===== config.mk =====
export PLATFORM = sky130hd
export DESIGN_NAME = dbss_port
export DESIGN_NICKNAME = d
export VERILOG_FILES = /design/src/logic/dbss_array.v /design/src/logic/dbss_port.v
export VERILOG_INCLUDE_DIRS = /design/src /design/src/common
export SDC_FILE = /design/constraint.sdc
export NUM_CORES = 2
export LEC_CHECK = 0
export BUFFER_PORTS_ARGS = -buffer_cell sky130_fd_sc_hd__buf_2
export CORE_MARGIN = 3
export CORE_UTILIZATION = 57
export CTS_CLUSTER_DIAMETER = 30
export CTS_CLUSTER_SIZE = 14
export DETAILED_ROUTE_END_ITERATION = 12
export PLACE_DENSITY = 0.77
export SYNTH_ARGS = -nofsm -noshare
export SYNTH_HDL_FRONTEND = slang
export SYNTH_SLANG_ARGS = --single-unit

===== constraint.sdc =====
create_clock -name CORE_CLK_I -period 18.9 [get_ports CORE_CLK_I]
set_input_delay 0.945 -clock CORE_CLK_I [delete_from_list [all_inputs] [get_ports CORE_CLK_I]]
set_output_delay 0.945 -clock CORE_CLK_I [all_outputs]
set_load 0.02 [all_outputs]

===== src/common/dbss_map.vh =====
`ifndef DBSS_MAP_VH
`define DBSS_MAP_VH

// Word width of the x18 configuration and its write-select split
`define DBSS_WORD_W 18
`define DBSS_SEL_W 2
`define DBSS_SEL_SPAN 9
// Burst address width, array reduced for simulation
`define DBSS_ADDR_W 6
`define DBSS_DEPTH 128
// Read latency as the last count of true-clock rises, one below the 2 rises before the half cycle
`define DBSS_RD_KEDGES 2'h1
// Output stage codes
`define DBSS_OUT_IDLE 2'h0
`define DBSS_OUT_WORD0 2'h1
`define DBSS_OUT_WORD1 2'h2
// Write stage codes
`define DBSS_WR_IDLE 2'h0
`define DBSS_WR_WORD0 2'h1
`define DBSS_WR_WORD1 2'h2
// Array commit stage codes
`define DBSS_CM_IDLE 2'h0
`define DBSS_CM_FIRST 2'h1
`define DBSS_CM_SECOND 2'h2

`endif


===== src/logic/dbss_array.v =====
`timescale 1ns/100ps
`include "dbss_map.vh"

module dbss_array
(
  // Clock and reset
  input wire clk_i,
  input wire rst_i,
  // Burst commit
  input wire commit_i,
  input wire [`DBSS_ADDR_W-1:0] wr_addr_i,
  input wire [`DBSS_WORD_W-1:0] wr_word0_i,
  input wire [`DBSS_WORD_W-1:0] wr_word1_i,
  input wire [`DBSS_SEL_W-1:0] wr_sel0_n_i,
  input wire [`DBSS_SEL_W-1:0] wr_sel1_n_i,
  // Read port
  input wire [`DBSS_ADDR_W-1:0] rd_addr_i,
  output wire [`DBSS_WORD_W-1:0] rd_word0_o,
  output wire [`DBSS_WORD_W-1:0] rd_word1_o
);

  reg [`DBSS_WORD_W-1:0] mem [0:`DBSS_DEPTH-1];
  reg [1:0] stage_q;
  reg [`DBSS_ADDR_W-1:0] addr_q;
  reg [`DBSS_WORD_W-1:0] w1_q;
  reg [`DBSS_SEL_W-1:0] s1_q;
  wire [`DBSS_WORD_W-1:0] cur_word;
  wire [`DBSS_SEL_W-1:0] cur_sel;
  wire [`DBSS_ADDR_W:0] cur_idx;
  wire [`DBSS_WORD_W-1:0] old_word;
  wire [`DBSS_WORD_W-1:0] merged;

  assign rd_word0_o = mem[{rd_addr_i, 1'b0}];
  assign rd_word1_o = mem[{rd_addr_i, 1'b1}];

  always @(posedge clk_i or posedge rst_i)
  begin
    if (rst_i)
    begin
      stage_q <= `DBSS_CM_IDLE;
      addr_q <= {`DBSS_ADDR_W{1'b0}};
      w1_q <= {`DBSS_WORD_W{1'b0}};
      s1_q <= {`DBSS_SEL_W{1'b1}};
    end
    else
    begin
      case (stage_q)
        `DBSS_CM_IDLE:
        begin
          if (commit_i)
          begin
            stage_q <= `DBSS_CM_FIRST;
            addr_q <= wr_addr_i;
            w1_q <= wr_word1_i;
            s1_q <= wr_sel1_n_i;
          end
        end
        `DBSS_CM_FIRST:
        begin
          stage_q <= `DBSS_CM_SECOND;
        end
        default:
        begin
          stage_q <= `DBSS_CM_IDLE;
        end
      endcase
    end
  end

  // Word 0 is held on the inputs by the caller until its next burst
  assign cur_word = (stage_q == `DBSS_CM_FIRST) ? wr_word0_i : w1_q;
  assign cur_sel = (stage_q == `DBSS_CM_FIRST) ? wr_sel0_n_i : s1_q;
  assign cur_idx = {addr_q, (stage_q == `DBSS_CM_SECOND)};
  assign old_word = mem[cur_idx];

  genvar g;
  generate
    for (g = 0; g < `DBSS_SEL_W; g = g + 1)
    begin : g_lane
      assign merged[g*`DBSS_SEL_SPAN +: `DBSS_SEL_SPAN] = cur_sel[g] ?
        old_word[g*`DBSS_SEL_SPAN +: `DBSS_SEL_SPAN] :
        cur_word[g*`DBSS_SEL_SPAN +: `DBSS_SEL_SPAN];
    end
  endgenerate

  always @(posedge clk_i)
  begin
    if (stage_q != `DBSS_CM_IDLE)
      mem[cur_idx] <= merged;
  end

endmodule // dbss_array


===== src/logic/dbss_port.v =====
`timescale 1ns/100ps
`include "dbss_map.vh"

// Operation
// - An address is taken only on a true-clock rise, never on the rise right after one taken.
// - Write words are registered on the next true-clock rise and the following complement rise.
// - Read word 0 leaves on a complement-clock rise and word 1 on the next true-clock rise.
// - Each address holds two consecutive words of the fixed word width moved as one burst.
// - The first read word appears two and a half input cycles after its address edge.
// - The echo clocks follow the input clocks and switch together with the read data.
// - The valid flag is high exactly while read data is on the data pins.
// - Apart from the echo clocks, only rising edges of the two input clocks cause any action.
// - All pin inputs are registered and all data outputs leave from registers.
// - After the second write word the array write runs on its own timing.
// - The data bus is driven only during read bursts and is released otherwise.

module dbss_port
(
  // Core clock and reset
  input wire CORE_CLK_I,
  input wire RST_I,
  // Input clock pair
  input wire K_I,
  input wire K_N_I,
  // Command and address
  input wire LOAD_STROBE_N_I,
  input wire RW_I,
  input wire [`DBSS_ADDR_W-1:0] ADDR_I,
  input wire [`DBSS_SEL_W-1:0] NIBBLE_WRITE_SELECT_N_I,
  // Shared data bus
  input wire [`DBSS_WORD_W-1:0] DQ_I,
  output wire [`DBSS_WORD_W-1:0] DQ_O,
  output wire DQ_OE_O,
  // Echo clocks and valid
  output wire ECHO_CLOCK_OUT_O,
  output wire ECHO_CLOCK_OUT_N_O,
  output wire READ_VALID_FLAG_O
);

  // Synchroniser and edge-history stages
  reg [2:0] k_q;
  reg [2:0] kn_q;
  reg [1:0] strobe_n_q;
  reg [1:0] rw_q;
  reg [`DBSS_ADDR_W-1:0] addr_s1_q;
  reg [`DBSS_ADDR_W-1:0] addr_s2_q;
  reg [`DBSS_SEL_W-1:0] sel_s1_q;
  reg [`DBSS_SEL_W-1:0] sel_s2_q;
  reg [`DBSS_WORD_W-1:0] dq_s1_q;
  reg [`DBSS_WORD_W-1:0] dq_s2_q;
  wire k_rise;
  wire kn_rise;
  wire start;

  always @(posedge CORE_CLK_I or posedge RST_I)
  begin
    if (RST_I)
    begin
      k_q <= 3'h0;
      kn_q <= 3'h0;
      strobe_n_q <= 2'h3;
      rw_q <= 2'h3;
      addr_s1_q <= {`DBSS_ADDR_W{1'b0}};
      addr_s2_q <= {`DBSS_ADDR_W{1'b0}};
      sel_s1_q <= {`DBSS_SEL_W{1'b1}};
      sel_s2_q <= {`DBSS_SEL_W{1'b1}};
      dq_s1_q <= {`DBSS_WORD_W{1'b0}};
      dq_s2_q <= {`DBSS_WORD_W{1'b0}};
    end
    else
    begin
      k_q <= {k_q[1:0], K_I};
      kn_q <= {kn_q[1:0], K_N_I};
      strobe_n_q <= {strobe_n_q[0], LOAD_STROBE_N_I};
      rw_q <= {rw_q[0], RW_I};
      addr_s1_q <= ADDR_I;
      addr_s2_q <= addr_s1_q;
      sel_s1_q <= NIBBLE_WRITE_SELECT_N_I;
      sel_s2_q <= sel_s1_q;
      dq_s1_q <= DQ_I;
      dq_s2_q <= dq_s1_q;
    end
  end

  assign k_rise = k_q[1] & ~k_q[2];
  assign kn_rise = kn_q[1] & ~kn_q[2];

  // Address capture
  reg busy_q;
  reg [`DBSS_ADDR_W-1:0] wr_addr_q;
  reg [1:0] wr_stage_q;
  reg [`DBSS_WORD_W-1:0] w0_q;
  reg [`DBSS_WORD_W-1:0] w1_q;
  reg [`DBSS_SEL_W-1:0] s0_q;
  reg [`DBSS_SEL_W-1:0] s1_q;
  reg commit_q;
  reg rd_pend_q;
  reg [1:0] rd_cnt_q;
  reg [`DBSS_ADDR_W-1:0] rd_addr_q;
  wire [`DBSS_WORD_W-1:0] arr_w0;
  wire [`DBSS_WORD_W-1:0] arr_w1;

  assign start = k_rise & ~busy_q & ~strobe_n_q[1];

  always @(posedge CORE_CLK_I or posedge RST_I)
  begin
    if (RST_I)
      busy_q <= 1'b0;
    else if (k_rise)
      busy_q <= start;
  end

  // write words on both clock rises
  always @(posedge CORE_CLK_I or posedge RST_I)
  begin
    if (RST_I)
    begin
      wr_stage_q <= `DBSS_WR_IDLE;
      wr_addr_q <= {`DBSS_ADDR_W{1'b0}};
      w0_q <= {`DBSS_WORD_W{1'b0}};
      w1_q <= {`DBSS_WORD_W{1'b0}};
      s0_q <= {`DBSS_SEL_W{1'b1}};
      s1_q <= {`DBSS_SEL_W{1'b1}};
      commit_q <= 1'b0;
    end
    else
    begin
      commit_q <= 1'b0;
      case (wr_stage_q)
        `DBSS_WR_IDLE:
        begin
          if (start & ~rw_q[1])
          begin
            wr_stage_q <= `DBSS_WR_WORD0;
            wr_addr_q <= addr_s2_q;
          end
        end
        `DBSS_WR_WORD0:
        begin
          if (k_rise)
          begin
            w0_q <= dq_s2_q;
            s0_q <= sel_s2_q;
            wr_stage_q <= `DBSS_WR_WORD1;
          end
        end
        `DBSS_WR_WORD1:
        begin
          if (kn_rise)
          begin
            w1_q <= dq_s2_q;
            s1_q <= sel_s2_q;
            commit_q <= 1'b1;
            wr_stage_q <= `DBSS_WR_IDLE;
          end
        end
        default:
        begin
          wr_stage_q <= `DBSS_WR_IDLE;
        end
      endcase
    end
  end

  dbss_array u_array
  (
    .clk_i(CORE_CLK_I),
    .rst_i(RST_I),
    .commit_i(commit_q),
    .wr_addr_i(wr_addr_q),
    .wr_word0_i(w0_q),
    .wr_word1_i(w1_q),
    .wr_sel0_n_i(s0_q),
    .wr_sel1_n_i(s1_q),
    .rd_addr_i(rd_addr_q),
    .rd_word0_o(arr_w0),
    .rd_word1_o(arr_w1)
  );

  // Read launch stage
  reg arm_q;
  reg [1:0] out_q;
  reg [`DBSS_WORD_W-1:0] b0_q;
  reg [`DBSS_WORD_W-1:0] b1_q;
  reg [`DBSS_WORD_W-1:0] dq_q;
  reg oe_q;
  reg vld_q;
  reg echo_q;
  reg echo_n_q;

  always @(posedge CORE_CLK_I or posedge RST_I)
  begin
    if (RST_I)
    begin
      rd_pend_q <= 1'b0;
      rd_cnt_q <= 2'h0;
      rd_addr_q <= {`DBSS_ADDR_W{1'b0}};
      arm_q <= 1'b0;
      b0_q <= {`DBSS_WORD_W{1'b0}};
      b1_q <= {`DBSS_WORD_W{1'b0}};
    end
    else
    begin
      if (k_rise & rd_pend_q & (rd_cnt_q == `DBSS_RD_KEDGES))
      begin
        // Array is read late so a write just before is seen
        arm_q <= 1'b1;
        b0_q <= arr_w0;
        b1_q <= arr_w1;
      end
      else if (kn_rise & arm_q)
        arm_q <= 1'b0;
      if (start & rw_q[1])
      begin
        rd_pend_q <= 1'b1;
        rd_cnt_q <= 2'h0;
        rd_addr_q <= addr_s2_q;
      end
      else if (k_rise & rd_pend_q)
      begin
        rd_cnt_q <= rd_cnt_q + 2'h1;
        if (rd_cnt_q == `DBSS_RD_KEDGES)
          rd_pend_q <= 1'b0;
      end
    end
  end

  always @(posedge CORE_CLK_I or posedge RST_I)
  begin
    if (RST_I)
    begin
      out_q <= `DBSS_OUT_IDLE;
      dq_q <= {`DBSS_WORD_W{1'b0}};
      oe_q <= 1'b0;
      vld_q <= 1'b0;
    end
    else
    begin
      case (out_q)
        `DBSS_OUT_IDLE:
        begin
          if (kn_rise & arm_q)
          begin
            dq_q <= b0_q;
            oe_q <= 1'b1;
            vld_q <= 1'b1;
            out_q <= `DBSS_OUT_WORD0;
          end
        end
        `DBSS_OUT_WORD0:
        begin
          if (k_rise)
          begin
            dq_q <= b1_q;
            out_q <= `DBSS_OUT_WORD1;
          end
        end
        `DBSS_OUT_WORD1:
        begin
          if (kn_rise)
          begin
            oe_q <= 1'b0;
            vld_q <= 1'b0;
            out_q <= `DBSS_OUT_IDLE;
          end
        end
        default:
        begin
          out_q <= `DBSS_OUT_IDLE;
        end
      endcase
    end
  end

  // echo clocks share the data edge
  always @(posedge CORE_CLK_I or posedge RST_I)
  begin
    if (RST_I)
    begin
      echo_q <= 1'b0;
      echo_n_q <= 1'b0;
    end
    else
    begin
      echo_q <= k_q[1];
      echo_n_q <= kn_q[1];
    end
  end

  assign DQ_O = dq_q;
  assign DQ_OE_O = oe_q;
  assign READ_VALID_FLAG_O = vld_q;
  assign ECHO_CLOCK_OUT_O = echo_q;
  assign ECHO_CLOCK_OUT_N_O = echo_n_q;

endmodule // dbss_port


* Yosys cells after proc, flatten, opt, wreduce, memory -nomap -nowiden *
Memory sizes are Yosys's and may differ from the RTL's. A register that Yosys moved wholly into a read port is not among the register bits.
Cells that the tools add are included.

word-level totals
  bits in registers = 173
  memory bits (writable) = 2304
  bits of input ports = 32
  output and inout bits = 22
  memories = 1

operators by class
  add/subtract/negate cells = 1
  equal/unequal tests = 16
  mux-type cells = 29
  bitwise operators = 14
  reductions and logical operators = 20

memories
  name         words  width  rd ports  clocked after memory_dff  wr ports  RTL line         RTL
  u_array.mem  128    18     2         2                         1         dbss_array.v:22  reg [`DBSS_WORD_W-1:0] mem [0:`DBSS_DEPTH-1];

operators with widths
  kind                                                 count
  two-way mux 18 bit                                   3
  one-hot mux 18 bit (2 select lines)                  1
  two-way mux 9 bit                                    2
  two-way mux 2 bit                                    8
  != test 2 bit, second input constant                 7
  AND reduction 2 bit                                  7
  one-hot mux 2 bit (3 select lines)                   2
  AND reduction 3 bit                                  4
  nonzero test 2 bit                                   6
  two-way mux 1 bit                                    11
  bitwise AND 1 bit                                    9
  equality test 2 x 1 -> 1 bit, second input constant  4
  equality test 2 bit, second input constant           3
  zero test 2 bit                                      3
  NOT 1 bit                                            5
  one-hot mux 2 bit (2 select lines)                   1
  adder 2 x 1 -> 2 bit, second input constant          1
  != test 1 bit, second input constant                 2
  one-hot mux 1 bit (2 select lines)                   1

* Depth between registers and ports, before layout *
  depth in word-level cells = 7
  depth in mapped cells = 10
  mapped depth without buffers = 7

* Hierarchy *
From an unflattened synthesis, not the netlist that was laid out.

second synthesis, totals
  cells, all modules = 4648
  area, all modules = 96423.7 um^2

by module, submodules not included
  module      times used  cells an instance  area each (um^2)  sequential area each (um^2)
  dbss_array  1           4293               90200.3           69889.5
  dbss_port   1           355                6223.5            4494.3

* Worst setup path before layout *
OpenSTA, ideal clock, no wires.

  path kind = register to register
  start point = register u_array.stage_q[1]
  end point = memory u_array.mem[0][10] (netlist bit) (data pin)
  data arrival time = 2.257 ns
  setup slack = 16.265 ns
  cell stages (with the launch flop) = 5
  buffers on the path = 2
  clock period less this slack = 2.635 ns
  path through = dfrtp_1 nand2b_1 clkbuf_1 buf_1 mux2_2

between the ends
  word-level cells in the longest chain between the ends = 3

ends and longest elaborated chain
  element                                        RTL line         RTL
  start, declared                                dbss_array.v:23  reg [1:0] stage_q;
  start signal, assigned                         dbss_array.v:40  stage_q <= `DBSS_CM_IDLE;
  start signal, assigned                         dbss_array.v:52  stage_q <= `DBSS_CM_FIRST;
  start signal, assigned                         dbss_array.v:60  stage_q <= `DBSS_CM_SECOND;
  equality test 2 x 1 -> 1 bit (no source line)  n/a
  two-way mux 18 bit                             dbss_array.v:71  assign cur_word = (stage_q == `DBSS_CM_FIRST) ? wr_word0_i : w1_q;
  net u_array.cur_word[10]                       dbss_array.v:27  wire [`DBSS_WORD_W-1:0] cur_word;
  two-way mux 9 bit                              dbss_array.v:80  assign merged[g*`DBSS_SEL_SPAN +: `DBSS_SEL_SPAN] = cur_sel[g] ?
  end, declared                                  dbss_array.v:22

The timed path passes the listed nets, and every way through them passes these cells. The select of a mux whose other input is x is not followed.

==> flow_summary_export.csv <==
group,metric,value,unit
cts,ctsHoldBuffers,0,
finish,final_common_cell,"edfxtp_1",
placement,dp_hpwl,126000,um
sta,fin_skew,0.0659,ns
critical_path,crit_arrival,5.80,ns
sta,setup_viol,0,
power,power_leakage,0.0371,uW
route,wl_per_cell,32.1,um
placement,place_area,98300,um2
floorplanning,core_area,166000,um2
sta,slew_headroom,0.102,
route,first_pass_iters,8,
finish,layout_common_cells,"2304 x edfxtp_1, 429 x clkbuf_16, 345 x mux4_2",
cts,cts-resized-gates,0,
critical_path,worst-setup-path-type,"register to register",
global_route,grt_max_degree,179,
floorplanning,start_util,0.578,
route,routed-via-count,51000,
floorplanning,ioPinCount,54,
finish,regMostFlops,"u_array.mem",
critical_path,endpoint_kind,"register",
synthesis,syn_area,95800,um2
cts,clockRootBuffer,"clkbuf_16",
route,drtIter0Drc,7055,
sta,post-route-min-period,4.91,ns
route,drc,0,
finish,seq_area,74400,um2
global_route,grt_pass1_wl,356000,um
finish,nFillCells,9445,
placement,gp_congestion,0.837,
finish,drive_gt1_frac,0.284,
sta,finalHoldViolations,0,
power,power_density,155,nW/um2
critical_path,cp-start-kind,"register",
job,maxCapViolations,0,
critical_path,crit_fanout,178,
synthesis,synth-seq-area-share,0.776,
cts,clkLatencyLatePin,0.97,ns
route,viasPerCell,6.74,
finish,multi_input_area,20300,um2
floorplanning,dieWidth,416,um
synthesis,yosys.cell_types.count,51,
synthesis,syn_nets,4794,
synthesis,ys.warnings.count,0,
synthesis,synth_ff_type,"edfxtp_1",
global_route,gr-total-overflow,0,
status,outcome,"completed",
synthesis,synth_edf_count,2304,
global_route,grt_usage,0.281,
sta,fin_tns_setup,0,ns
floorplanning,die_area,173000,um2
synthesis,avgSynthCellArea,20.1,um2
finish,final_area,113000,um2
synthesis,synth_seq_cells,2511,
cts,cts_made_buffers,419,
synthesis,synthArstFlopShare,0.0824,
finish,largest_reg_flops,2304,
global_route,antenna_found_initial,5,
cts,cts_tree,"done",
synthesis,ys_top_cells_by_area,"edfxtp_1 72%, mux4_2 8.1%, dfrtp_1 5.0%",
sta,fmax,204,MHz
cts,clock_sinks,2511,
synthesis,yosys.area.top_type,"edfxtp_1",
sta,rsz0062_at_grt,"no",
synthesis,netlist.area_leader.share,0.722,
cts,cts_setup_buffers,0,
cts,htreeDepth,5,
floorplanning,rows,149,
cts,clk_path_buf_depth,4,
floorplanning,die_h,416,um
cts,cts.clk_slew.worst_paths,0.05,ns
critical_path,crit_required,19.79,ns
finish,area_delta_synth_final,17.5,%
power,peakVddDrop,0.109,mV
synthesis,synth_cells,4761,
finish,nets,5056,
global_route,grt_pass1_vias,52000,
sta,slew_violations,0,
sta,fin_crit_sh,0.260,
hold_path,holdCritPathClass,"input pin to register",
sta,worst_pin_slew,1.35,ns
route,postRouteAntennaNets,0,
route,drt-total-wl,243000,um
placement,numPortBuffers,53,
-- worst paths after layout --
kind	cells after the start	endpoint	slack [ns]	start
min in group asynchronous	2	READ_VALID_FLAG_O	0.20	RST_I
hold / removal	1	strobe_n_q[0]	0.11	LOAD_STROBE_N_I
max in group asynchronous	3	rd_addr_q[0]	16.92	RST_I
hold reg to reg	0	addr_s2_q[4]	0.34	addr_s1_q[4]
setup / recovery	7	b1_q[7]	13.99	rd_addr_q[2]
setup reg to reg	7	b1_q[7]	13.99	rd_addr_q[2]
-- critical path, stage by stage (launching register included) --
cell       delay [ns]
dfrtp_4          0.95
buf_12           0.62
buf_12           0.67
mux2_2           0.33
o22ai_1          0.08
a2111oi_0        0.93
a211o_1          0.44
a221o_1          0.21
-- per-stage QoR --
step / worst slack, ns / total power, uW / hold WS (ns) / instances / utilization
3_3_place_gp: 14.15 / 9740 / 0.332 / 6791 / 0.593
5_1_grt: 13.84 / 17900 / 0.0800 / 7553 / 0.679
3_5_place_dp: 14.11 / 9830 / 0.335 / 6791 / 0.593
2_1_floorplan: 12.33 / 8740 / 0.331 / 4761 / -
4_1_cts: 14.07 / 17500 / 0.0577 / 7553 / 0.679
6_report: 13.99 / 17500 / 0.113 / 7557 / 0.679
-- report_power, final --
part	leakage, uW	total (uW)	internal (uW)	switching [uW]
combinational	0.00674	2880	916	1960
sequential	0.0235	6970	6780	189
clock	0.00686	7660	4940	2730
-- cells by family after synthesis --
family / after synthesis / share of synthesized area
AOI/OAI and AO/OA: 603 / 0.0456
xor gates and xnor gates: 1 / 0.0000914
adders and majority gates: 1 / 0.000131
buffers and inverters: 293 / 0.0145
DFF: 2511 / 0.776
muxes: 834 / 0.139
and+or+nand+nor: 518 / 0.0247
-- Yosys cell counts (2+ instances only) --
master     number
o211ai_1       36
dfstp_2        14
mux2_2        310
buf_4          15
mux2i_1       164
a2111oi_0      36
mux4_1         15
buf_2          95
nor3b_1         2
o221ai_1       36
dfrtp_1       193
nand3_1        12
nand2_1        36
buf_6          15
nor2_1        324
o21ai_1        36
o22ai_1       181
a211o_1        35
a22oi_1        72
nor3_1          2
a21oi_1        22
nand2b_1        8
o21ai_0         3
a211oi_1      108
nor2b_1        82
nor4_1         35
a221o_1        35
inv_1           4
mux4_2        345
clkbuf_1      156
nor4bb_1        2
edfxtp_1     2304
and2_1          3
buf_1           8
-- layout make-up --
type                       instances  area share
clock buffer                     467      0.0973
timing repair buffer             130     0.00804
clock inverter                   295      0.0296
antenna                            4   0.0000889
multi-input combinational       1957       0.180
tap                             2189      0.0243
inverter                           4    0.000200
sequential                      2511       0.660
-- per-layer routing --
metal  part of all wire  GRT usage  vias to the layer above
met4              0.050      0.133                        2
met5           0.000049          0                        -
met2               0.48      0.443                     3584
met3               0.11     0.0729                      662
li1                   -          -                    20300
met1               0.36      0.370                    26400
(Power assumes the default switching activity.)
